### config.mk
export PLATFORM = sky130hd
export DESIGN_NAME = bss_seq
export DESIGN_NICKNAME = d
export VERILOG_FILES = /design/src/design/bss_pkg.sv /design/src/design/bss_seq.sv /design/src/design/bss_timer.sv
export VERILOG_INCLUDE_DIRS = /design/src /design/src/design
export SDC_FILE = /design/constraint.sdc
export NUM_CORES = 1
export LEC_CHECK = 0
export BUFFER_PORTS_ARGS = -buffer_cell sky130_fd_sc_hd__buf_2
export CAP_MARGIN = 20
export CORE_MARGIN = 1
export CORE_UTILIZATION = 38
export CTS_CLUSTER_SIZE = 30
export DETAILED_ROUTE_END_ITERATION = 12
export GPL_ROUTABILITY_DRIVEN = 1
export HOLD_SLACK_MARGIN = 0.15
export REMOVE_ABC_BUFFERS = 1
export SYNTH_ARGS = -nofsm -noshare
export SYNTH_HDL_FRONTEND = slang
export SYNTH_SLANG_ARGS = --single-unit
### constraint.sdc
create_clock -name core_clk_in -period 4.3 [get_ports core_clk_in]
set_input_delay 0.43 -clock core_clk_in [delete_from_list [all_inputs] [get_ports core_clk_in]]
set_output_delay 0.43 -clock core_clk_in [all_outputs]
set_load 0.005 [all_outputs]
### src/design/bss_consts.svh
// Constants of the burner safety sequencer: times, limits, reset values.
// Assumes it is included by its bare name from the design files only.
`ifndef BSS_CONSTS_SVH
`define BSS_CONSTS_SVH

`define BSS_CLK_HZ 40000000
`define BSS_TICK_S 1
`define BSS_TICK_CYCLES (`BSS_CLK_HZ * `BSS_TICK_S)
`define BSS_BLINK_MS 500
`define BSS_BLINK_CYCLES (`BSS_CLK_HZ / 1000 * `BSS_BLINK_MS)

`define BSS_POSTPURGE_S 30
`define BSS_AIRWAIT_MIN 5
`define BSS_LOCKAIR_MIN 15
`define BSS_LOCKFLAME_H 1
`define BSS_POSTPURGE_TICKS (`BSS_POSTPURGE_S / `BSS_TICK_S)
`define BSS_AIRWAIT_TICKS (`BSS_AIRWAIT_MIN * 60 / `BSS_TICK_S)
`define BSS_LOCKAIR_TICKS (`BSS_LOCKAIR_MIN * 60 / `BSS_TICK_S)
`define BSS_LOCKFLAME_TICKS (`BSS_LOCKFLAME_H * 3600 / `BSS_TICK_S)

`define BSS_SEC_W 12
`define BSS_PRE_W 26
`define BSS_RELIGHT_MAX 2'h3
`define BSS_ATTEMPT_RST 2'h0
`define BSS_SEC_RST 12'h000
`define BSS_PRE_RST 26'h0000000

`endif

### src/design/bss_pkg.sv
// Types shared by the burner safety sequencer files.
// Assumes bss_consts.svh is available on the include path.
package bss_pkg;

  typedef enum logic [2:0] {
    BSS_IDLE     = 3'h0,
    BSS_LIGHTOFF = 3'h1,
    BSS_PURGE    = 3'h2,
    BSS_AIRWAIT  = 3'h3,
    BSS_TRIPWAIT = 3'h4,
    BSS_LOCKF    = 3'h5,
    BSS_LOCKA    = 3'h6
  } bss_state_t;

  typedef enum logic [1:0] {
    BSS_CAUSE_TRIP  = 2'h0,
    BSS_CAUSE_FLAME = 2'h1,
    BSS_CAUSE_AIR   = 2'h2
  } bss_cause_t;

  typedef enum logic [1:0] {
    BSS_LED_OFF    = 2'h0,
    BSS_LED_DIM    = 2'h1,
    BSS_LED_BRIGHT = 2'h2
  } bss_flame_led_t;

endpackage

### src/design/bss_seq.sv
// Burner safety sequencer: supervises a running burner and its trips.
// Assumes an outside light-off sequencer drives the req inputs, reports
// firing and ignition failure, and restarts on lightoff_start_out.
// All inputs but rstn_in are synchronous to core_clk_in; switch inputs are 1 = closed.
`timescale 1ns/1ps
`include "bss_consts.svh"

module bss_seq #(
  parameter int TICK_CYCLES = `BSS_TICK_CYCLES,
  parameter int BLINK_CYCLES = `BSS_BLINK_CYCLES
) (
  input wire logic core_clk_in, // 40 MHz clock
  input wire logic rstn_in, // Async reset, low
  input wire logic heat_req_in, // Thermostat call for heat
  input wire logic fan_temp_ok_in, // Fan temperature switch closed
  input wire logic high_limit_ok_in, // Water high limit closed
  input wire logic flame_in, // Flame sensed
  input wire logic airflow_in, // Airflow switch closed
  input wire logic firing_in, // Light-off done, burner expected lit
  input wire logic trial_in, // Ignition trial under way
  input wire logic ign_fail_in, // Ignition trial failed, pulse
  input wire logic valve_req_in, // Light-off asks for gas valve
  input wire logic igniter_req_in, // Light-off asks for igniter
  input wire logic fan_req_in, // Light-off asks for fan
  output logic gas_valve_out, // Gas valve drive
  output logic igniter_out, // Igniter drive
  output logic fan_out, // Draft fan drive
  output logic pump_out, // Circulator drive
  output logic lightoff_start_out, // Restart light-off, pulse
  output logic valve_led_out, // Valve indicator
  output logic purge_led_out, // Purge indicator
  output bss_pkg::bss_flame_led_t flame_led_out, // Flame indicator level
  output logic lock_flame_out, // In flame lockout
  output logic lock_air_out // In airflow lockout
);
  import bss_pkg::*;

  bss_state_t state_reg;
  bss_state_t state_next;
  bss_cause_t cause_reg;
  bss_cause_t cause_next;
  logic [1:0] attempt_reg;
  logic [1:0] attempt_next;
  logic [`BSS_SEC_W-1:0] sec;
  logic blink;
  logic tmr_clr;
  logic trip;
  logic flame_lost;
  logic air_lost;
  logic valve_ok;
  logic gas_valve_reg;
  logic igniter_reg;
  logic fan_reg;
  logic pump_reg;
  logic start_reg;
  logic valve_led_reg;
  logic purge_led_reg;
  bss_flame_led_t flame_led_reg;
  logic lock_flame_reg;
  logic lock_air_reg;

  function automatic logic elapsed(input logic [`BSS_SEC_W-1:0] cnt,
                                   input logic [`BSS_SEC_W-1:0] lim);
    elapsed = (cnt >= lim);
  endfunction

  function automatic logic is_lock(input bss_state_t st);
    is_lock = (st == BSS_LOCKF) || (st == BSS_LOCKA);
  endfunction

  bss_timer #(
    .TICK_CYCLES(TICK_CYCLES),
    .BLINK_CYCLES(BLINK_CYCLES)
  ) bss_timer_inst (
    .core_clk_in(core_clk_in),
    .rstn_in(rstn_in),
    .clr_in(tmr_clr),
    .sec_out(sec),
    .blink_out(blink)
  );

  assign trip = !fan_temp_ok_in || !high_limit_ok_in;
  assign flame_lost = firing_in && !flame_in;
  assign air_lost = firing_in && !airflow_in;
  assign valve_ok = (state_reg == BSS_LIGHTOFF) && !trip && !flame_lost &&
                    !air_lost && !ign_fail_in && heat_req_in;
  assign tmr_clr = (state_next != state_reg);

  always_comb begin
    state_next = state_reg;
    cause_next = cause_reg;
    attempt_next = attempt_reg;
    unique case (state_reg)
      BSS_IDLE: begin
        attempt_next = `BSS_ATTEMPT_RST;
        if (heat_req_in && !trip) begin
          state_next = BSS_LIGHTOFF;
        end
      end
      BSS_LIGHTOFF: begin
        if (trip || !heat_req_in) begin
          state_next = BSS_PURGE;
          cause_next = BSS_CAUSE_TRIP;
        end else if (air_lost) begin
          state_next = BSS_PURGE;
          cause_next = BSS_CAUSE_AIR;
        end else if (flame_lost || ign_fail_in) begin
          state_next = BSS_PURGE;
          cause_next = BSS_CAUSE_FLAME;
        end else if (firing_in && flame_in) begin
          attempt_next = `BSS_ATTEMPT_RST;
        end
      end
      BSS_PURGE: begin
        if (elapsed(sec, `BSS_SEC_W'(`BSS_POSTPURGE_TICKS))) begin
          if (!heat_req_in) begin
            state_next = BSS_IDLE;
          end else if (cause_reg == BSS_CAUSE_AIR) begin
            state_next = BSS_AIRWAIT;
          end else if (cause_reg == BSS_CAUSE_FLAME) begin
            if (attempt_reg == `BSS_RELIGHT_MAX) begin
              state_next = BSS_LOCKF;
            end else if (!trip) begin
              attempt_next = attempt_reg + 2'h1;
              state_next = BSS_LIGHTOFF;
            end else begin
              state_next = BSS_TRIPWAIT;
            end
          end else begin
            state_next = BSS_TRIPWAIT;
          end
        end
      end
      BSS_AIRWAIT: begin
        if (!heat_req_in) begin
          state_next = BSS_IDLE;
        end else if (airflow_in && !trip) begin
          state_next = BSS_LIGHTOFF;
        end else if (elapsed(sec, `BSS_SEC_W'(`BSS_AIRWAIT_TICKS))) begin
          state_next = BSS_LOCKA;
        end
      end
      BSS_TRIPWAIT: begin
        if (!heat_req_in) begin
          state_next = BSS_IDLE;
        end else if (!trip) begin
          state_next = BSS_LIGHTOFF;
        end
      end
      BSS_LOCKF: begin
        if (!heat_req_in) begin
          state_next = BSS_IDLE;
        end else if (elapsed(sec, `BSS_SEC_W'(`BSS_LOCKFLAME_TICKS))) begin
          state_next = BSS_IDLE;
        end
      end
      BSS_LOCKA: begin
        if (!heat_req_in) begin
          state_next = BSS_IDLE;
        end else if (elapsed(sec, `BSS_SEC_W'(`BSS_LOCKAIR_TICKS))) begin
          state_next = BSS_IDLE;
        end
      end
      default: begin
        state_next = BSS_IDLE;
      end
    endcase
  end

  always_ff @(posedge core_clk_in or negedge rstn_in) begin
    if (!rstn_in) begin
      state_reg <= BSS_IDLE;
      cause_reg <= BSS_CAUSE_TRIP;
      attempt_reg <= `BSS_ATTEMPT_RST;
    end else begin
      state_reg <= state_next;
      cause_reg <= cause_next;
      attempt_reg <= attempt_next;
    end
  end

  // Burner drives; decided from live inputs so a trip acts next edge
  always_ff @(posedge core_clk_in or negedge rstn_in) begin
    if (!rstn_in) begin
      gas_valve_reg <= 1'b0;
      igniter_reg <= 1'b0;
    end else begin
      gas_valve_reg <= valve_ok && valve_req_in;
      igniter_reg <= valve_ok && igniter_req_in;
    end
  end

  always_ff @(posedge core_clk_in or negedge rstn_in) begin
    if (!rstn_in) begin
      fan_reg <= 1'b0;
    end else begin
      // fan kept on to prove air
      fan_reg <= (state_next == BSS_PURGE) || (state_next == BSS_AIRWAIT) ||
                 ((state_next == BSS_LIGHTOFF) && fan_req_in);
    end
  end

  always_ff @(posedge core_clk_in or negedge rstn_in) begin
    if (!rstn_in) begin
      pump_reg <= 1'b0;
    end else begin
      pump_reg <= heat_req_in;
    end
  end

  always_ff @(posedge core_clk_in or negedge rstn_in) begin
    if (!rstn_in) begin
      start_reg <= 1'b0;
    end else begin
      start_reg <= (state_next == BSS_LIGHTOFF) && (state_reg != BSS_LIGHTOFF);
    end
  end

  // Indicators
  always_ff @(posedge core_clk_in or negedge rstn_in) begin
    if (!rstn_in) begin
      valve_led_reg <= 1'b0;
      purge_led_reg <= 1'b0;
    end else begin
      valve_led_reg <= (state_next == BSS_LOCKF) ? blink :
                       (valve_ok && valve_req_in);
      purge_led_reg <= (state_next == BSS_LOCKA) ? blink :
                       (fan_req_in && airflow_in && (state_next == BSS_LIGHTOFF) &&
                        !firing_in) ||
                       (((state_next == BSS_PURGE) || (state_next == BSS_AIRWAIT)) &&
                        airflow_in);
    end
  end

  always_ff @(posedge core_clk_in or negedge rstn_in) begin
    if (!rstn_in) begin
      flame_led_reg <= BSS_LED_OFF;
    end else if (!valve_ok) begin
      flame_led_reg <= BSS_LED_OFF;
    end else if (firing_in && flame_in) begin
      flame_led_reg <= BSS_LED_BRIGHT;
    end else if (trial_in) begin
      flame_led_reg <= BSS_LED_DIM;
    end else begin
      flame_led_reg <= BSS_LED_OFF;
    end
  end

  always_ff @(posedge core_clk_in or negedge rstn_in) begin
    if (!rstn_in) begin
      lock_flame_reg <= 1'b0;
      lock_air_reg <= 1'b0;
    end else begin
      lock_flame_reg <= is_lock(state_next) && (state_next == BSS_LOCKF);
      lock_air_reg <= is_lock(state_next) && (state_next == BSS_LOCKA);
    end
  end

  assign gas_valve_out = gas_valve_reg;
  assign igniter_out = igniter_reg;
  assign fan_out = fan_reg;
  assign pump_out = pump_reg;
  assign lightoff_start_out = start_reg;
  assign valve_led_out = valve_led_reg;
  assign purge_led_out = purge_led_reg;
  assign flame_led_out = flame_led_reg;
  assign lock_flame_out = lock_flame_reg;
  assign lock_air_out = lock_air_reg;

endmodule

### src/design/bss_timer.sv
// Seconds counter and blink phase for the burner safety sequencer.
// Assumes clr_in is raised for one cycle whenever a timed state is entered.
`timescale 1ns/1ps
`include "bss_consts.svh"

module bss_timer #(
  parameter int TICK_CYCLES = `BSS_TICK_CYCLES,
  parameter int BLINK_CYCLES = `BSS_BLINK_CYCLES
) (
  input wire logic core_clk_in, // 40 MHz clock
  input wire logic rstn_in, // Async reset, low
  input wire logic clr_in, // Restart count
  output logic [`BSS_SEC_W-1:0] sec_out, // Seconds since clear
  output logic blink_out // Blink phase
);

  logic [`BSS_PRE_W-1:0] pre_reg;
  logic [`BSS_SEC_W-1:0] sec_reg;
  logic [`BSS_PRE_W-1:0] blk_reg;
  logic blink_reg;

  // Interval timing from internal clock
  always_ff @(posedge core_clk_in or negedge rstn_in) begin
    if (!rstn_in) begin
      pre_reg <= `BSS_PRE_RST;
      sec_reg <= `BSS_SEC_RST;
    end else if (clr_in) begin
      pre_reg <= `BSS_PRE_RST;
      sec_reg <= `BSS_SEC_RST;
    end else if (pre_reg == `BSS_PRE_W'(TICK_CYCLES - 1)) begin
      pre_reg <= `BSS_PRE_RST;
      // Saturates so long waits cannot wrap back to zero
      if (sec_reg != {`BSS_SEC_W{1'b1}}) begin
        sec_reg <= sec_reg + `BSS_SEC_W'(1);
      end
    end else begin
      pre_reg <= pre_reg + `BSS_PRE_W'(1);
    end
  end

  // Free running, so every lockout blinks at the same rate
  always_ff @(posedge core_clk_in or negedge rstn_in) begin
    if (!rstn_in) begin
      blk_reg <= `BSS_PRE_RST;
      blink_reg <= 1'b0;
    end else if (blk_reg == `BSS_PRE_W'(BLINK_CYCLES - 1)) begin
      blk_reg <= `BSS_PRE_RST;
      blink_reg <= ~blink_reg;
    end else begin
      blk_reg <= blk_reg + `BSS_PRE_W'(1);
    end
  end

  assign sec_out = sec_reg;
  assign blink_out = blink_reg;

endmodule

==> results.sh, run 1 <==
export IMPL_vias_per_cell=5.23
export IMPL_row_count=38
export IMPL_grt_max_degree=55
export IMPL_fillers=1040
export IMPL_yosysWarnings=0
export IMPL_required_ns=4.51
export IMPL_rr_worst_depth=9
export IMPL_clockBufferDepth=2
export IMPL_critPathLaunchType="register"
export IMPL_power_per_cell_area_mw_per_mm2=389
export IMPL_fin_area_mm2=0.00486
export IMPL_max_slew_margin_pct=48.9
export IMPL_die_h_um=109
export IMPL_slew_viol_final=0
export IMPL_crit_path_end_kind="register"
export IMPL_crit_type="reg -> reg"
export IMPL_remaining_drc_errors=0
export IMPL_synth_ff_type="dfrtp_1"
export IMPL_syn_area_per_cell_um2=9.36
export IMPL_htreeDepth=3
export IMPL_drive_gt1_share_pct=9.80
export IMPL_cts_resized_gates=0
export IMPL_totalNegativeSetupSlack_ns=0
export IMPL_hold_buffers=0
export IMPL_synth_cells=461
export IMPL_drt_iter0_drc=170
export IMPL_clk_latency_ns=0.34
export IMPL_synth_area_top_cells="dfrtp_1 (48%), nor2_1 (5.8%), nand2_1 (5.7%), xor2_1 (5.3%), xnor2_1 (5.1%)"
export IMPL_peakVddDrop_mv=0.172
export IMPL_placed_area_mm2=0.00456
export IMPL_synth_seq_cells=83
export IMPL_dr_max_layer_used="met4"
export IMPL_area_growth_syn_to_layout_pct=12.6
export IMPL_synthArstFlopShare_pct=100
export IMPL_dieArea_mm2=0.0118
export IMPL_path_clk_slew_ns=0.06
export IMPL_die_x_um=109
export IMPL_nets=504
export IMPL_worst_hold_slack_ns=0.134
export IMPL_yosysSeqAreaShare_pct=48.2
export IMPL_regArea_mm2=0.00208
export IMPL_antenna_found_initial=0
export IMPL_rsz0062_at_grt="false"
export IMPL_ys_types=53
export IMPL_drt_pass1_iterations=4
export IMPL_n_antenna_cell=0
export IMPL_finalClockSkew_ns=0.00494
export IMPL_report_final_hold_viol_count=0
export IMPL_syn_area_mm2=0.00431
export IMPL_synth_top_cell_by_area="dfrtp_1"
export IMPL_synth_most_common_cell="dfrtp_1"
export IMPL_start_util_pct=39.4
export IMPL_multi_input_area_mm2=0.00214
export IMPL_track_usage_pct=16.0
export IMPL_wl_met1_um=4310
export IMPL_max_freq_mhz=362
export IMPL_hold_class="in -> async"
export IMPL_instances_no_fill=630
export IMPL_grt_pass1_wl_um=14700
export IMPL_ios=24
export IMPL_numClockSinks=83
export IMPL_cts_buffers=9
export IMPL_post_dp_hpwl_um=5960
export IMPL_yosysTopAreaCellShare_pct=48.2
export IMPL_core_area_mm2=0.0109
export IMPL_vias=3294
export IMPL_netlist_top_cells_count="dfrtp_1 (83), nor2_1 (67), nand2_1 (65)"
export IMPL_worst_pin_slew_ns=0.760
export IMPL_routedWlPerCell_um=13.7
export IMPL_cp_arrival_ns=2.97
export IMPL_cts_tree="yes"
export IMPL_cts_root_buf="clkbuf_16"
export IMPL_status="complete, no violations"
export IMPL_maxCapViolCount=0
export IMPL_setup_violations_final=0
export IMPL_postRouteAntennaNets=0
export IMPL_p_total_uw=1890
export IMPL_wl_met3_um=266
export IMPL_path_max_fanout=38
export IMPL_min_period_over_period_pct=64.3
export IMPL_post_cts_buffers=0
export IMPL_place_inst=614
export IMPL_synth_edf_count=0
export IMPL_gp_congestion=0.811
export IMPL_power_leakage_uw=0.00209
export IMPL_numPortBuffers=23
export IMPL_dr_wl_met2_um=3900
export IMPL_overflow=0
export IMPL_drt_wl_total_um=8620
export IMPL_grt_pass1_vias=3087
export IMPL_final_min_clock_period_ns=2.76
## cells in the final DEF (no fill, tap or decap), types with 4 or more instances in the layout
master,Yosys,layout
xor2_1,26,26
and4_1,6,6
nand2_1,65,65
and2_1,8,8
clkbuf_16,0,9
o31ai_1,4,4
nor4_1,7,6
nand4_1,16,16
nand3_1,25,25
nor4b_1,5,5
inv_1,9,9
o21ai_0,11,11
nor3_1,15,15
a21oi_1,7,7
nand2b_1,4,4
buf_4,1,4
and3_1,9,9
a21o_1,4,4
dfrtp_1,83,83
ha_1,6,6
nor2_1,67,67
nor3b_1,4,4
buf_2,3,22
nor2b_1,6,6
xnor2_1,25,25
## per-stage QoR
step / setup slack, ns / utilization (%)
4_1_cts: 1.54 / 44.4
3_5_place_dp: 1.56 / 41.7
3_3_place_gp: 1.67 / 41.7
6_report: 1.54 / 44.4
2_1_floorplan: 1.44 / -
5_1_grt: 1.33 / 44.4
## power breakdown
group / internal (uW) / leakage, uW / switching [uW] / total, uW
Combinational: 88.3 / 0.000822 / 178 / 266
Clock: 450 / 0.000135 / 315 / 764
Sequential: 822 / 0.00113 / 39.8 / 862
Total: 1360 / 0.00209 / 532 / 1890
## worst max-delay path, stage by stage, from the launching register on
cell,delay [ns]
dfrtp_1,0.42
inv_1,0.09
ha_1,0.20
o2111ai_1,0.22
a311oi_1,0.16
o311a_1,0.16
or4b_1,0.64
o2111ai_2,0.22
buf_4,0.39
nor2_1,0.11
## logic make-up (layout without fill, tap and decap cells)
logic type / Yosys count / in the layout / synth area share [%]
buffers and inverters: 22 / 51 / 2.47
AOI/OAI and AO/OA: 47 / 47 / 7.80
adders and majority gates: 6 / 6 / 1.74
DFF: 83 / 83 / 48.2
muxes: 2 / 2 / 0.464
xor gates and xnor gates: 51 / 51 / 10.4
and+or+nand+nor: 250 / 250 / 29.0
## path summary, 6_finish.rpt
| path | startpoint | endpoint | slack [ns] |
|---|---|---|---|
| max reg2reg | bss_timer_inst.sec_out[0] | bss_timer_inst.sec_out[7] | 1.54 |
| max | bss_timer_inst.sec_out[0] | bss_timer_inst.sec_out[7] | 1.54 |
| max in group asynchronous | rstn_in | bss_timer_inst.sec_out[7] | 3.33 |
| min reg2reg | bss_timer_inst.blk_reg[0] | bss_timer_inst.blk_reg[0] | 0.45 |
| min in group core_clk_in | heat_req_in | pump_out | 0.30 |
| min | rstn_in | bss_timer_inst.pre_reg[20] | 0.13 |
## routing by layer
metal,GRT usage (%),vias to the layer above
li1,-,1652
met1,21.8,1592
met2,24.7,38
met3,3.68,12
met4,5.79,0
met5,0,-
## layout make-up
cell class	count	area share (%)
Sequential cell	83	42.8
Clock buffer	10	4.71
Tap cell	140	3.61
Timing Repair Buffer	26	2.89
Multi-Input combinational cell	356	44.0
Inverter	9	0.696
Clock inverter	6	1.37
Power figures use the tool's default switching activity.
==> inputs of run 2 (changes only) <==
Clock period 4.3 ns to 2.3 ns, I/O delays scaled along.
==> results.sh, run 2 (synthesized netlist as in run 1, its figures left out) <==
export IMPL_status="complete, but fails checks"
export IMPL_violations="negative setup slack"
export IMPL_cts_buffers=9
export IMPL_cp_arrival_ns=2.60
export IMPL_ff2ff_setup_slack_ns=-0.07
export IMPL_ios=24
export IMPL_max_slew_margin_pct=66.2
export IMPL_max_freq_mhz=422
export IMPL_drt_iter0_drc=236
export IMPL_row_count=38
export IMPL_peakVddDrop_mv=0.489
export IMPL_post_dp_hpwl_um=6220
export IMPL_placed_area_mm2=0.00477
export IMPL_die_x_um=109
export IMPL_die_h_um=109
export IMPL_setup_slack_ns=-0.0672
export IMPL_crit_path_end_kind="register"
export IMPL_post_place_ws_ns=-0.0352
export IMPL_cts_tree="yes"
export IMPL_numClockSinks=83
export IMPL_htreeDepth=3
export IMPL_dieArea_mm2=0.0118
export IMPL_antenna_found_initial=0
export IMPL_clk_latency_ns=0.35
export IMPL_slew_viol_final=0
export IMPL_remaining_drc_errors=0
export IMPL_min_period_over_period_pct=103
export IMPL_finalClockSkew_ns=0.00653
export IMPL_overflow=0
export IMPL_maxCapViolCount=0
export IMPL_start_util_pct=39.4
export IMPL_drt_pass1_iterations=4
export IMPL_gp_congestion=0.875
export IMPL_grt_max_degree=48
export IMPL_setup_violations_final=38
export IMPL_layout_commonest_cell="dfrtp_1"
export IMPL_regArea_mm2=0.00208
export IMPL_drt_wl_total_um=9720
export IMPL_fin_area_mm2=0.00562
export IMPL_final_min_clock_period_ns=2.37
export IMPL_area_growth_syn_to_layout_pct=30.2
export IMPL_vias=3512
export IMPL_cts_root_buf="clkbuf_16"
export IMPL_worst_hold_slack_ns=0.173
export IMPL_worst_pin_slew_ns=0.500
export IMPL_report_final_hold_viol_count=0
export IMPL_critPathLaunchType="register"
export IMPL_clockBufferDepth=2
export IMPL_hold_class="in -> reg"
export IMPL_track_usage_pct=17.7
export IMPL_grt_pass1_vias=3363
export IMPL_instances_no_fill=673
export IMPL_rsz0062_at_grt="true"
export IMPL_final_cell_mix="dfrtp_1 (82), nand2_1 (65), nor2_1 (47)"
export IMPL_power_leakage_uw=0.00239
export IMPL_numPortBuffers=23
export IMPL_fillers=1003
export IMPL_postRouteAntennaNets=0
export IMPL_core_area_mm2=0.0109
export IMPL_path_max_fanout=5
export IMPL_drive_gt1_share_pct=22.3
export IMPL_nets=547
export IMPL_multi_input_area_mm2=0.00235
export IMPL_required_ns=2.54
export IMPL_vias_per_cell=5.22
export IMPL_n_antenna_cell=0
export IMPL_totalNegativeSetupSlack_ns=-1.69
export IMPL_place_inst=639
export IMPL_grt_pass1_wl_um=15900
export IMPL_routedWlPerCell_um=14.4
export IMPL_path_clk_slew_ns=0.06
export IMPL_power_per_cell_area_mw_per_mm2=815
export IMPL_crit_type="reg -> reg"
## run 2: layout make-up
cell class,count,area share [%]
multi-input combinational,356,41.8
sequential,83,37.0
timing repair buffer,69,11.2
clock buffer,10,4.25
tap,140,3.12
clock inverter,6,2.00
inverter,9,0.601
## run 2: timing repair
item,CTS,global route
hold buffers,7,0
gates cloned,3,3
endpoints found under the hold margin,41,0
endpoints found under the setup margin,38,41
pin swaps,0,22
buffers inserted,3,2
resized for setup,13,47
## run 2: metrics by stage
| step | util, % | total power (uW) |
|---|---|---|
| after floorplan | - | 1940 |
| after global placement | 43.7 | 2200 |
| after detailed placement | 43.7 | 2210 |
| after CTS | 49.0 | 4270 |
| after global routing | 51.4 | 4780 |
| final | 51.4 | 4580 |
## run 2: per-layer routing
layer / global-route usage [%] / vias to the layer above / share of wire (%)
met5: 0 / - / 0
met4: 5.89 / 0 / 1.6
met3: 4.88 / 11 / 3.9
met2: 27.3 / 57 / 46
met1: 23.8 / 1696 / 48
li1: - / 1748 / -
## run 2: where the power goes
group	switching (uW)	total (uW)	internal (uW)
logic	630	1280	654
clock network	598	1690	1090
registers	67.4	1600	1540
total	1300	4580	3280
## run 2: final timing paths
check,from,endpoint,cells past startpoint
worst min register to register,bss_timer_inst.blk_reg[0],bss_timer_inst.blk_reg[0],1
worst max-delay path,bss_timer_inst.sec_out[8],bss_timer_inst.pre_reg[19],8
min in group asynchronous,rstn_in,bss_timer_inst.pre_reg[18],2
max in group asynchronous,rstn_in,bss_timer_inst.sec_out[8],3
worst max register to register,bss_timer_inst.sec_out[8],bss_timer_inst.pre_reg[19],8
worst min-delay path,flame_in,flame_led_out[1],3
## run 2: critical path: stages (launching register included)
cell and delay, ns:
dfrtp_2 0.44, nor4_4 0.33, a311oi_2 0.15, o311a_1 0.17, or4b_4 0.52, o2111ai_4 0.25, buf_8 0.19, clkbuf_16 0.16
nor2_1 0.05
